File: config.mk
export PLATFORM = sky130hd
export DESIGN_NAME = obd_top
export DESIGN_NICKNAME = d
export VERILOG_FILES = /design/src/core/obd_pkg.sv /design/src/core/obd_mem_if.sv /design/src/core/obd_opt_mem.sv /design/src/core/obd_top.sv
export SDC_FILE = /design/constraint.sdc
export NUM_CORES = 1
export LEC_CHECK = 0
export BUFFER_PORTS_ARGS = -buffer_cell sky130_fd_sc_hd__buf_2
export CORE_MARGIN = 2
export CORE_UTILIZATION = 56
export CTS_CLUSTER_SIZE = 8
export DETAILED_ROUTE_END_ITERATION = 12
export PLACE_DENSITY = 0.8
export SYNTH_ARGS = -nofsm -noshare
export SYNTH_HDL_FRONTEND = slang
export SYNTH_HIERARCHICAL = 1
export SYNTH_SLANG_ARGS = --single-unit
File: constraint.sdc
create_clock -name CLK -period 6.05 [get_ports CLK]
set_input_delay 1.21 -clock CLK [delete_from_list [all_inputs] [get_ports CLK]]
set_output_delay 1.21 -clock CLK [all_outputs]
set_load 0.05 [all_outputs]
File: src/core/obd_pkg.sv
/*
  Shared constants and types of the option byte decoder: register offsets,
  option byte indices, field positions, decode codes and reset values.
  Assumes a 32-bit AHB-Lite bus whose slave select covers this block only.
*/
`default_nettype none

package obd_pkg;

  // ********************************************************************
  // Option storage
  // ********************************************************************
  localparam int OPT_COUNT = 9;
  localparam int OPT_IDX_W = 4;
  localparam logic [3:0] IDX_CLK_WDG = 4'h0;
  localparam logic [3:0] IDX_EXT_WAKE = 4'h1;
  localparam logic [3:0] IDX_SETTLE = 4'h2;
  localparam logic [3:0] IDX_UNPROT = 4'h3;
  localparam logic [3:0] IDX_RSVD = 4'h4;
  localparam logic [3:0] IDX_KEY0 = 4'h5;
  localparam logic [3:0] IDX_KEY3 = 4'h8;

  // ********************************************************************
  // Register byte offsets
  // ********************************************************************
  localparam logic [7:0] OFS_CLK_WDG = 8'h00;
  localparam logic [7:0] OFS_KEY3 = 8'h20;
  localparam logic [7:0] OFS_CTRL = 8'h24;
  localparam logic [7:0] OFS_STATUS = 8'h28;

  // ********************************************************************
  // Field positions
  // ********************************************************************
  localparam int BIT_TRIM_WIDE = 0;
  localparam int BIT_SLOW_ALLOW = 1;
  localparam int BIT_INDEP_HW = 2;
  localparam int BIT_WINDOW_HW = 3;
  localparam int BIT_HALT_RST = 4;
  localparam int BIT_DIV_LO = 0;
  localparam int BIT_WAKE_SRC = 2;
  localparam int BIT_EXT_CLK = 3;
  localparam int CTRL_TRIM_LO = 0;
  localparam int CTRL_SLOW_SEL = 4;
  localparam int CTRL_INDEP_START = 5;
  localparam int CTRL_WINDOW_START = 6;
  localparam int CTRL_UNLOCK = 7;
  localparam int STAT_LOADED = 0;
  localparam int STAT_KEY_VALID = 1;
  localparam int STAT_UNPROT_EN = 2;
  localparam int STAT_DIV_VALID = 3;
  localparam int STAT_TRIM_WIDE = 4;
  localparam logic [7:0] CTRL_RESET = 8'h00;

  // ********************************************************************
  // Decode codes
  // ********************************************************************
  localparam logic [7:0] SETTLE_CODE_HALF = 8'hE1;
  localparam logic [7:0] SETTLE_CODE_8 = 8'hD2;
  localparam logic [7:0] SETTLE_CODE_128 = 8'hB4;
  localparam logic [7:0] SETTLE_CODE_2048 = 8'h00;
  // Counts are in half oscillator cycles so that 0.5 cycles stays exact
  localparam logic [12:0] SETTLE_HALF_1 = 13'h0001;
  localparam logic [12:0] SETTLE_HALF_16 = 13'h0010;
  localparam logic [12:0] SETTLE_HALF_256 = 13'h0100;
  localparam logic [12:0] SETTLE_HALF_4096 = 13'h1000;
  localparam logic [3:0] UNPROT_OFF_CODE = 4'h5;
  localparam logic [7:0] KEY_BAD_LOW = 8'h00;
  localparam logic [7:0] KEY_BAD_HIGH = 8'hFF;
  localparam logic [1:0] HTRANS_NONSEQ = 2'h2;
  localparam logic HRESP_OKAY = 1'b0;

  typedef enum logic [1:0]
  {
    OBD_DIV_RSVD = 2'h0,
    OBD_DIV_16M = 2'h1,
    OBD_DIV_8M = 2'h2,
    OBD_DIV_4M = 2'h3
  } obd_div_t;

  typedef enum {OBD_LD_FETCH, OBD_LD_CAPTURE, OBD_LD_APPLY, OBD_LD_DONE} obd_ld_t;

endpackage : obd_pkg

`default_nettype wire

File: src/core/obd_mem_if.sv
/*
  Connection between the decoder and its option storage: one write port
  and two read ports (loader and bus).
  Assumes both ends run on the same clock.
*/
`default_nettype none

interface obd_mem_if;
  logic wr_en;
  logic [obd_pkg::OPT_IDX_W-1:0] wr_idx;
  logic [7:0] wr_data;
  logic [obd_pkg::OPT_IDX_W-1:0] rd_idx [2];
  logic [7:0] rd_data [2];

  modport mem
  (
    input wr_en,
    input wr_idx,
    input wr_data,
    input rd_idx,
    output rd_data
  );

  modport user
  (
    output wr_en,
    output wr_idx,
    output wr_data,
    output rd_idx,
    input rd_data
  );
endinterface : obd_mem_if

`default_nettype wire

File: src/core/obd_opt_mem.sv
/*
  Option byte storage: a small array with no reset, so its contents
  survive the system reset like non-volatile cells.
  Assumes indices below DEPTH; read data are registered, one cycle late.
*/
`default_nettype none

module obd_opt_mem #(
  parameter int DEPTH = obd_pkg::OPT_COUNT
) (
  input wire logic clk,
  obd_mem_if.mem port
);

  logic [7:0] cell_q [DEPTH];

  if (DEPTH < 1 || DEPTH > (1 << obd_pkg::OPT_IDX_W))
  begin : g_bad_depth
    $error("obd_opt_mem: DEPTH out of range");
  end

  always_ff @(posedge clk)
  begin
    if (port.wr_en)
    begin
      cell_q[port.wr_idx] <= port.wr_data;
    end
  end

  // Same-cycle write is forwarded so a read right after a write sees it
  for (genvar p = 0; p < 2; p++)
  begin : g_rd
    always_ff @(posedge clk)
    begin
      if (port.wr_en && port.wr_idx == port.rd_idx[p])
      begin
        port.rd_data[p] <= port.wr_data;
      end
      else
      begin
        port.rd_data[p] <= cell_q[port.rd_idx[p]];
      end
    end
  end

endmodule : obd_opt_mem

`default_nettype wire

File: src/core/obd_top.sv
/*
  Option byte decoder: holds the option bytes, loads them once after reset
  and drives the decoded configuration to the rest of the chip; software
  reaches the bytes and a control/status pair over AHB-Lite.
  Assumes HALT_ENTRY and WINDOW_DOG_ACTIVE come from logic on CLK.
*/
// Local design decisions: the AHB-Lite interface to the registers and the register offsets.
`default_nettype none

module obd_top (
  input wire logic CLK,
  input wire logic RST_N,
  input wire logic HSEL,
  input wire logic [31:0] HADDR,
  input wire logic [1:0] HTRANS,
  input wire logic HWRITE,
  input wire logic [2:0] HSIZE,
  input wire logic [31:0] HWDATA,
  input wire logic HREADY,
  output logic HREADYOUT,
  output logic [31:0] HRDATA,
  output logic HRESP,
  input wire logic HALT_ENTRY,
  input wire logic WINDOW_DOG_ACTIVE,
  output logic OPTIONS_LOADED,
  output logic FAST_OSC_TRIM_WIDTH,
  output logic [3:0] FAST_OSC_TRIM,
  output logic SLOW_OSC_CPU_ALLOW,
  output logic SLOW_OSC_CPU_SEL,
  output logic INDEP_DOG_AUTO_START,
  output logic INDEP_DOG_RUN,
  output logic WINDOW_DOG_AUTO_START,
  output logic WINDOW_DOG_RUN,
  output logic WINDOW_DOG_HALT_RESET,
  output logic HALT_RESET_REQ,
  output logic EXT_CLOCK_SELECT,
  output logic WAKEUP_CLOCK_SOURCE,
  output logic [1:0] WAKEUP_CLOCK_DIVIDER,
  output logic WAKEUP_DIVIDER_VALID,
  output logic [12:0] CRYSTAL_SETTLE_HALF,
  output logic TEMP_UNPROTECT_EN,
  output logic [31:0] TEMP_UNPROTECT_KEY,
  output logic TEMP_KEY_VALID
);

  // ********************************************************************
  // Decoding helpers
  // ********************************************************************
  // Only the low address byte is decoded; HSEL qualifies the region
  function automatic logic opt_hit(input logic [7:0] addr);
    opt_hit = addr[1:0] == 2'h0 && addr >= obd_pkg::OFS_CLK_WDG && addr <= obd_pkg::OFS_KEY3;
  endfunction : opt_hit

  function automatic logic [3:0] opt_index(input logic [7:0] addr);
    opt_index = addr[5:2];
  endfunction : opt_index

  function automatic logic [12:0] settle_count(input logic [7:0] code);
    case (code)
      obd_pkg::SETTLE_CODE_HALF: settle_count = obd_pkg::SETTLE_HALF_1;
      obd_pkg::SETTLE_CODE_8: settle_count = obd_pkg::SETTLE_HALF_16;
      obd_pkg::SETTLE_CODE_128: settle_count = obd_pkg::SETTLE_HALF_256;
      // Unlisted codes take the longest wait: a too-early crystal is worse
      default: settle_count = obd_pkg::SETTLE_HALF_4096;
    endcase
  endfunction : settle_count

  function automatic logic key_ok(input logic [7:0] key);
    key_ok = key != obd_pkg::KEY_BAD_LOW && key != obd_pkg::KEY_BAD_HIGH;
  endfunction : key_ok

  // ********************************************************************
  // Storage
  // ********************************************************************
  obd_mem_if mem_bus ();

  obd_opt_mem #(
    .DEPTH(obd_pkg::OPT_COUNT)
  ) u_opt_mem (
    .clk(CLK),
    .port(mem_bus.mem)
  );

  // ********************************************************************
  // AHB-Lite slave
  // ********************************************************************
  logic accept;
  logic wr_pend_q;
  logic rd_pend_q;
  logic [7:0] addr_q;
  logic hready_q;
  logic [31:0] hrdata_q;
  logic [7:0] ctrl_q;
  logic [7:0] status;
  logic opt_write;

  assign accept = HSEL && HREADY && HTRANS[1];

  always_ff @(posedge CLK)
  begin
    if (!RST_N)
    begin
      wr_pend_q <= 1'b0;
      rd_pend_q <= 1'b0;
      addr_q <= 8'h00;
    end
    else
    begin
      wr_pend_q <= accept && HWRITE;
      rd_pend_q <= accept && !HWRITE;
      if (accept)
      begin
        addr_q <= HADDR[7:0];
      end
    end
  end

  // Reads take one wait state since option data leave the array registered
  always_ff @(posedge CLK)
  begin
    if (!RST_N)
    begin
      hready_q <= 1'b1;
      HRESP <= obd_pkg::HRESP_OKAY;
    end
    else
    begin
      hready_q <= !(accept && !HWRITE);
      HRESP <= obd_pkg::HRESP_OKAY;
    end
  end

  always_ff @(posedge CLK)
  begin
    if (!RST_N)
    begin
      hrdata_q <= 32'h0000_0000;
    end
    else if (rd_pend_q)
    begin
      if (opt_hit(addr_q) && opt_index(addr_q) != obd_pkg::IDX_RSVD)
      begin
        hrdata_q <= {24'h00_0000, mem_bus.rd_data[1]};
      end
      else if (addr_q == obd_pkg::OFS_CTRL)
      begin
        hrdata_q <= {24'h00_0000, ctrl_q};
      end
      else if (addr_q == obd_pkg::OFS_STATUS)
      begin
        hrdata_q <= {24'h00_0000, status};
      end
      else
      begin
        hrdata_q <= 32'h0000_0000;
      end
    end
  end

  assign HREADYOUT = hready_q;
  assign HRDATA = hrdata_q;

  // Option bytes change only while unlocked; the reserved byte never does
  assign opt_write = wr_pend_q && opt_hit(addr_q) && ctrl_q[obd_pkg::CTRL_UNLOCK]
    && opt_index(addr_q) != obd_pkg::IDX_RSVD;
  assign mem_bus.wr_en = opt_write;
  assign mem_bus.wr_idx = opt_index(addr_q);
  assign mem_bus.wr_data = HWDATA[7:0];
  assign mem_bus.rd_idx[1] = opt_index(HADDR[7:0]);

  // Watchdog start bits are set-only: software cannot stop a started dog
  always_ff @(posedge CLK)
  begin
    if (!RST_N)
    begin
      ctrl_q <= obd_pkg::CTRL_RESET;
    end
    else if (wr_pend_q && addr_q == obd_pkg::OFS_CTRL)
    begin
      ctrl_q[obd_pkg::CTRL_TRIM_LO +: 4] <= HWDATA[obd_pkg::CTRL_TRIM_LO +: 4];
      ctrl_q[obd_pkg::CTRL_SLOW_SEL] <= HWDATA[obd_pkg::CTRL_SLOW_SEL];
      ctrl_q[obd_pkg::CTRL_UNLOCK] <= HWDATA[obd_pkg::CTRL_UNLOCK];
      ctrl_q[obd_pkg::CTRL_INDEP_START] <= ctrl_q[obd_pkg::CTRL_INDEP_START]
        | HWDATA[obd_pkg::CTRL_INDEP_START];
      ctrl_q[obd_pkg::CTRL_WINDOW_START] <= ctrl_q[obd_pkg::CTRL_WINDOW_START]
        | HWDATA[obd_pkg::CTRL_WINDOW_START];
    end
  end

  // ********************************************************************
  // Loader
  // ********************************************************************
  obd_pkg::obd_ld_t ld_state_q;
  logic [3:0] ld_idx_q;
  logic [7:0] raw_q [obd_pkg::OPT_COUNT];

  assign mem_bus.rd_idx[0] = ld_idx_q;

  always_ff @(posedge CLK)
  begin
    if (!RST_N)
    begin
      ld_state_q <= obd_pkg::OBD_LD_FETCH;
      ld_idx_q <= 4'h0;
    end
    else
    begin
      unique case (ld_state_q)
        obd_pkg::OBD_LD_FETCH:
        begin
          ld_state_q <= obd_pkg::OBD_LD_CAPTURE;
        end
        obd_pkg::OBD_LD_CAPTURE:
        begin
          if (ld_idx_q == obd_pkg::IDX_KEY3)
          begin
            ld_state_q <= obd_pkg::OBD_LD_APPLY;
          end
          else
          begin
            ld_idx_q <= ld_idx_q + 4'h1;
            ld_state_q <= obd_pkg::OBD_LD_FETCH;
          end
        end
        obd_pkg::OBD_LD_APPLY:
        begin
          ld_state_q <= obd_pkg::OBD_LD_DONE;
        end
        obd_pkg::OBD_LD_DONE:
        begin
          ld_state_q <= obd_pkg::OBD_LD_DONE;
        end
      endcase
    end
  end

  always_ff @(posedge CLK)
  begin
    if (!RST_N)
    begin
      for (int i = 0; i < obd_pkg::OPT_COUNT; i++)
      begin
        raw_q[i] <= 8'h00;
      end
    end
    else if (ld_state_q == obd_pkg::OBD_LD_CAPTURE && ld_idx_q != obd_pkg::IDX_RSVD)
    begin
      raw_q[ld_idx_q] <= mem_bus.rd_data[0];
    end
  end

  // ********************************************************************
  // Latched configuration
  // ********************************************************************
  logic apply;
  logic [7:0] cw;
  logic [7:0] ew;

  assign apply = ld_state_q == obd_pkg::OBD_LD_APPLY;
  assign cw = raw_q[obd_pkg::IDX_CLK_WDG];
  assign ew = raw_q[obd_pkg::IDX_EXT_WAKE];

  // Written only on the single apply cycle after reset
  always_ff @(posedge CLK)
  begin
    if (!RST_N)
    begin
      OPTIONS_LOADED <= 1'b0;
      FAST_OSC_TRIM_WIDTH <= 1'b0;
      SLOW_OSC_CPU_ALLOW <= 1'b0;
      INDEP_DOG_AUTO_START <= 1'b0;
      WINDOW_DOG_AUTO_START <= 1'b0;
      WINDOW_DOG_HALT_RESET <= 1'b0;
      EXT_CLOCK_SELECT <= 1'b0;
      WAKEUP_CLOCK_SOURCE <= 1'b0;
      WAKEUP_CLOCK_DIVIDER <= obd_pkg::OBD_DIV_RSVD;
      WAKEUP_DIVIDER_VALID <= 1'b0;
      CRYSTAL_SETTLE_HALF <= obd_pkg::SETTLE_HALF_4096;
      TEMP_UNPROTECT_EN <= 1'b0;
      TEMP_UNPROTECT_KEY <= 32'h0000_0000;
      TEMP_KEY_VALID <= 1'b0;
    end
    else if (apply)
    begin
      OPTIONS_LOADED <= 1'b1;
      FAST_OSC_TRIM_WIDTH <= cw[obd_pkg::BIT_TRIM_WIDE];
      SLOW_OSC_CPU_ALLOW <= cw[obd_pkg::BIT_SLOW_ALLOW];
      INDEP_DOG_AUTO_START <= cw[obd_pkg::BIT_INDEP_HW];
      WINDOW_DOG_AUTO_START <= cw[obd_pkg::BIT_WINDOW_HW];
      WINDOW_DOG_HALT_RESET <= cw[obd_pkg::BIT_HALT_RST];
      EXT_CLOCK_SELECT <= ew[obd_pkg::BIT_EXT_CLK];
      WAKEUP_CLOCK_SOURCE <= ew[obd_pkg::BIT_WAKE_SRC];
      WAKEUP_CLOCK_DIVIDER <= ew[obd_pkg::BIT_DIV_LO +: 2];
      WAKEUP_DIVIDER_VALID <= ew[obd_pkg::BIT_DIV_LO +: 2] != obd_pkg::OBD_DIV_RSVD;
      CRYSTAL_SETTLE_HALF <= settle_count(raw_q[obd_pkg::IDX_SETTLE]);
      TEMP_UNPROTECT_EN <= raw_q[obd_pkg::IDX_UNPROT][3:0] != obd_pkg::UNPROT_OFF_CODE;
      TEMP_UNPROTECT_KEY <= {raw_q[obd_pkg::IDX_KEY3], raw_q[obd_pkg::IDX_KEY0 + 4'h2],
        raw_q[obd_pkg::IDX_KEY0 + 4'h1], raw_q[obd_pkg::IDX_KEY0]};
      // Keys outside the allowed range are flagged, not repaired
      TEMP_KEY_VALID <= key_ok(raw_q[obd_pkg::IDX_KEY0])
        && key_ok(raw_q[obd_pkg::IDX_KEY0 + 4'h1])
        && key_ok(raw_q[obd_pkg::IDX_KEY0 + 4'h2])
        && key_ok(raw_q[obd_pkg::IDX_KEY3]);
    end
  end

  // ********************************************************************
  // Run-time controls gated by the latched options
  // ********************************************************************
  always_ff @(posedge CLK)
  begin
    if (!RST_N)
    begin
      FAST_OSC_TRIM <= 4'h0;
      SLOW_OSC_CPU_SEL <= 1'b0;
      INDEP_DOG_RUN <= 1'b0;
      WINDOW_DOG_RUN <= 1'b0;
    end
    else
    begin
      // Narrow trim drops the top bit so old 3-bit software stays valid
      FAST_OSC_TRIM <= FAST_OSC_TRIM_WIDTH ? ctrl_q[obd_pkg::CTRL_TRIM_LO +: 4]
        : {1'b0, ctrl_q[obd_pkg::CTRL_TRIM_LO +: 3]};
      SLOW_OSC_CPU_SEL <= SLOW_OSC_CPU_ALLOW && ctrl_q[obd_pkg::CTRL_SLOW_SEL];
      INDEP_DOG_RUN <= INDEP_DOG_RUN || INDEP_DOG_AUTO_START
        || ctrl_q[obd_pkg::CTRL_INDEP_START];
      WINDOW_DOG_RUN <= WINDOW_DOG_RUN || WINDOW_DOG_AUTO_START
        || ctrl_q[obd_pkg::CTRL_WINDOW_START];
    end
  end

  always_ff @(posedge CLK)
  begin
    if (!RST_N)
    begin
      HALT_RESET_REQ <= 1'b0;
    end
    else
    begin
      HALT_RESET_REQ <= HALT_ENTRY && WINDOW_DOG_ACTIVE && WINDOW_DOG_HALT_RESET;
    end
  end

  // ********************************************************************
  // Status
  // ********************************************************************
  always_comb
  begin
    status = 8'h00;
    status[obd_pkg::STAT_LOADED] = OPTIONS_LOADED;
    status[obd_pkg::STAT_KEY_VALID] = TEMP_KEY_VALID;
    status[obd_pkg::STAT_UNPROT_EN] = TEMP_UNPROTECT_EN;
    status[obd_pkg::STAT_DIV_VALID] = WAKEUP_DIVIDER_VALID;
    status[obd_pkg::STAT_TRIM_WIDE] = FAST_OSC_TRIM_WIDTH;
  end

endmodule : obd_top

`default_nettype wire

==> PnR_summary.wiki <==
{| class="wikitable"
! Metric !! Value
|-
| Status || completed
|-
| Area growth from synthesis to layout || 12.2%
|-
| Setup repair bufs after CTS || 0
|-
| Number of design-rule violations left by the first detailed-router iteration || 552
|-
| Final critical-path required period || 3410 ps
|-
| Synth async-reset ratio || 0%
|-
| Most used flip-flop cell after synthesis || edfxtp_1
|-
| GRT Total Usage || between 20% and 30%
|-
| Final number of setup-violating endpoints || 0
|-
| Tightest hold margin || roughly 460 ps
|-
| Number of global-route vias before repair || 6,265
|-
| Number of antenna violations at the first check in global routing || 1
|-
| Worst vdd rail ir drop || roughly 0.22 mV
|-
| Horizontal extent of the die || between 100 and 150 um
|-
| Worst Setup Start Kind || flop
|-
| Slowest cell delay on critical path || ~900 ps
|-
| Critical path cell sequence || nor2_1, nor2_1, o21a_1, and3_1, or3b_2, nor3_1
|-
| Worst min path class || reg -> reg
|-
| Input/output buffers || 89
|-
| CTS H-Tree Depth || 1
|-
| Clk sink count || ~220
|-
| Finished Layout Cells || 1,174
|-
| Detailed-router iteration count before antenna repair || 5
|-
| Leakage || 4.29 nW
|-
| Most repeated cell in the gate-level netlist after synthesis || nand2_1
|-
| Hold Violations, Final || 0
|-
| Number of standard cells after synthesis || between 800 and 900
|-
| Latest clock arrival within the worst-skew pair || 540 ps
|-
| Total Neg Setup Slack || 0 ps
|-
| Share of Yosys cell area claimed by the top area cell type || 38.3%
|-
| Number of routed nets with antenna violations || 0
|-
| Placer's final routability congestion estimate || 0.833
|-
| Largest area contributor in the synthesized netlist || edfxtp_1
|-
| Number of pins exceeding their max-slew limit in the final report || 0
|-
| Number of clock buffers inserted by TritonCTS || 31
|-
| Number of unique standard cell types used by synthesis || 60
|-
| Most used standard cells in the synthesized netlist || nand2_1, edfxtp_1, dfxtp_1
|-
| Crit Path Class || reg -> reg
|-
| Reg-to-reg slack, setup || 2640 ps
|-
| Slew at the pin closest to its max-slew limit || 1160 ps
|-
| Maximum operating frequency || approximately 300 MHz
|-
| Remaining max-slew budget at the tightest pin || 22.2%
|-
| Required time of the critical path || 6200 ps
|-
| Worst setup skew after layout || 17.7 ps
|-
| Remaining global-route overflow || 0
|-
| # resized after CTS || 0
|-
| Ys Warns || 6
|-
| Most common cell on crit path || nor2_1
|-
| Power density over the cells || between 300 and 400 mW/mm^2
|-
| Final worst path period share || about 56%
|-
| Count of boundary I/O pins || 176
|-
| Post-CTS Hold Buffers || 0
|-
| Fraction of the yosys area taken by sequential cells || 58.4%
|-
| Post-Place Worst Slack || 2660 ps
|-
| Initial Util || 57.0%
|-
| Number of placement rows || 48
|-
| CP max stage cell || nor3_1
|-
| Synth Area per Inst || ~12 um^2
|-
| Crit. End Element || flop
|-
| Fraction of layout cells with a size suffix above 1 || 19.2%
|-
| Syn Std Cell Area || slightly below 0.01 mm^2
|-
| Post-synth EDFFs || 125
|-
| Clock tree from TritonCTS || built
|-
| Setup repair after global routing missed its margin || no
|-
| Total of flip-flops plus latches after synthesis || about 220
|-
| Die Height || 136 um
|-
| Clock-pin transition on the worst setup and hold timing paths || 50 ps
|-
| Critical path fanouts, max || 11
|-
| DRC violations left || 0
|-
| HPWL reported at the end of detailed placement || 14.4 mm
|-
| Setup slack of the critical path after layout || 2640 ps
|-
| Ranking of synthesized cells by area || edfxtp_1, dfxtp_1, nand2_1
|-
| Via total after detailed routing || approximately 6,700
|-
| Final routed wire length divided by cell count || 18.4 um
|-
| Area enclosed by the die boundary || 0.0186 mm^2
|-
| DP Cell Count || 1,116
|-
| Max Root-Sink Buffers || 3
|-
| Largest net degree at the start of global routing || 65
|-
| Vias per std cell || 5.67
|-
| First-pass GRT wire length || around 33 mm
|-
| Critical path data arrival time || 3560 ps
|-
| Detailed Route WL || approximately 22 mm
|-
| Number of maximum-capacitance constraint violations || 0
|-
| Core outline area || 0.0172 mm^2
|-
| Net count reported at finish || between 1,000 and 1,500
|-
| Root Buffer || clkbuf_16
|}
-- state kept, by name, summed over array words and instances, names as in the netlist, 8 cells and up, named ones only --
name / count
HRDATA: 8
TEMP_UNPROTECT_KEY: 32
addr_q: 8
ctrl_q: 8
raw_q: 53
u_opt_mem/cell_q: 72
-- per-stage QoR --
stage                     utilization (%)  total power [mW]  area (um^2)
after detailed placement             58.8              1.89        10100
after CTS                            63.9              3.44        11000
after global placement               58.8              1.89        10100
after global routing                 63.9              3.52        11000
final                                64.0              3.42        11000
after floorplan                         -              1.86         9910
-- layout by cell type, fill, tap and decap left out, types with 4 or more instances in the layout --
| cell | count |
|---|---|
| nor4_1 | 9 |
| o21ai_0 | 13 |
| nand2_1 | 165 |
| o22ai_1 | 16 |
| nand2b_1 | 4 |
| a22o_1 | 21 |
| a21oi_1 | 9 |
| buf_4 | 10 |
| mux2i_1 | 32 |
| nor4bb_1 | 4 |
| dfxtp_1 | 98 |
| a32o_1 | 5 |
| conb_1 | 34 |
| nand3_1 | 4 |
| and3_1 | 51 |
| inv_1 | 5 |
| clkbuf_16 | 31 |
| a21boi_2 | 6 |
| nor2_1 | 18 |
| nand4_1 | 10 |
| o31ai_1 | 13 |
| a22oi_1 | 5 |
| nor3_1 | 4 |
| edfxtp_1 | 125 |
| nor2b_1 | 7 |
| clkbuf_1 | 25 |
| a21boi_0 | 50 |
| and2_1 | 15 |
| mux2_2 | 32 |
| buf_2 | 89 |
| ha_1 | 4 |
-- power breakdown --
group	internal (mW)	total [mW]	switching, mW
sequential	1.62	1.64	0.0193
clock	0.952	1.55	0.600
combinational	0.0677	0.227	0.160
-- routing by layer --
metal / part of all wire, % / up-vias / GRT usage [%] / wire (um)
met5: 0 / - / 0 / 0
met4: 3.1 / 0 / 8.62 / 674
met3: 6.4 / 53 / 3.80 / 1370
met2: 47 / 253 / 37.5 / 10200
met1: 43 / 3197 / 31.3 / 9300
li1: - / 3150 / - / -
-- cell families after synthesis --
group	Yosys count	share of synthesized area, %
DFF	223	58.4
AOI/OAI and AO/OA	150	11.5
adders and majority gates	4	0.511
muxes	64	6.95
and+or+nand+nor	310	16.0
xor gates and xnor gates	2	0.179
other	1	0.0383
buffers and inverters	86	6.46
-- area by class of cell --
type / count / area [um^2]
multi-input combinational: 564 / 3570
inverter: 5 / 18.8
timing repair buffer: 99 / 520
sequential: 223 / 5720
antenna: 1 / 2.50
fill: 1305 / 6190
clock buffer: 56 / 870
tap: 225 / 282
clock inverter: 1 / 8.76
-- path summary, 6_finish.rpt --
check | cells after the start | start | end
hold / removal | 0 | ld_idx_q[1]$_SDFFE_PN0P_ | flop
setup reg to reg | 6 | addr_q[3]$_SDFFE_PN0P_ | u_opt_mem/cell_q[0][6]$_DFFE_PP_
hold reg to reg | 0 | ld_idx_q[1]$_SDFFE_PN0P_ | flop
setup / recovery | 6 | addr_q[3]$_SDFFE_PN0P_ | u_opt_mem/cell_q[0][6]$_DFFE_PP_
-- critical path, delay by kind of cell (launching register included) --
kind               cells  cell delay, ps
DFF                    1             560
AOI/OAI and AO/OA      1             260
and+or+nand+nor        5            2190
(Power assumes the default switching activity.)
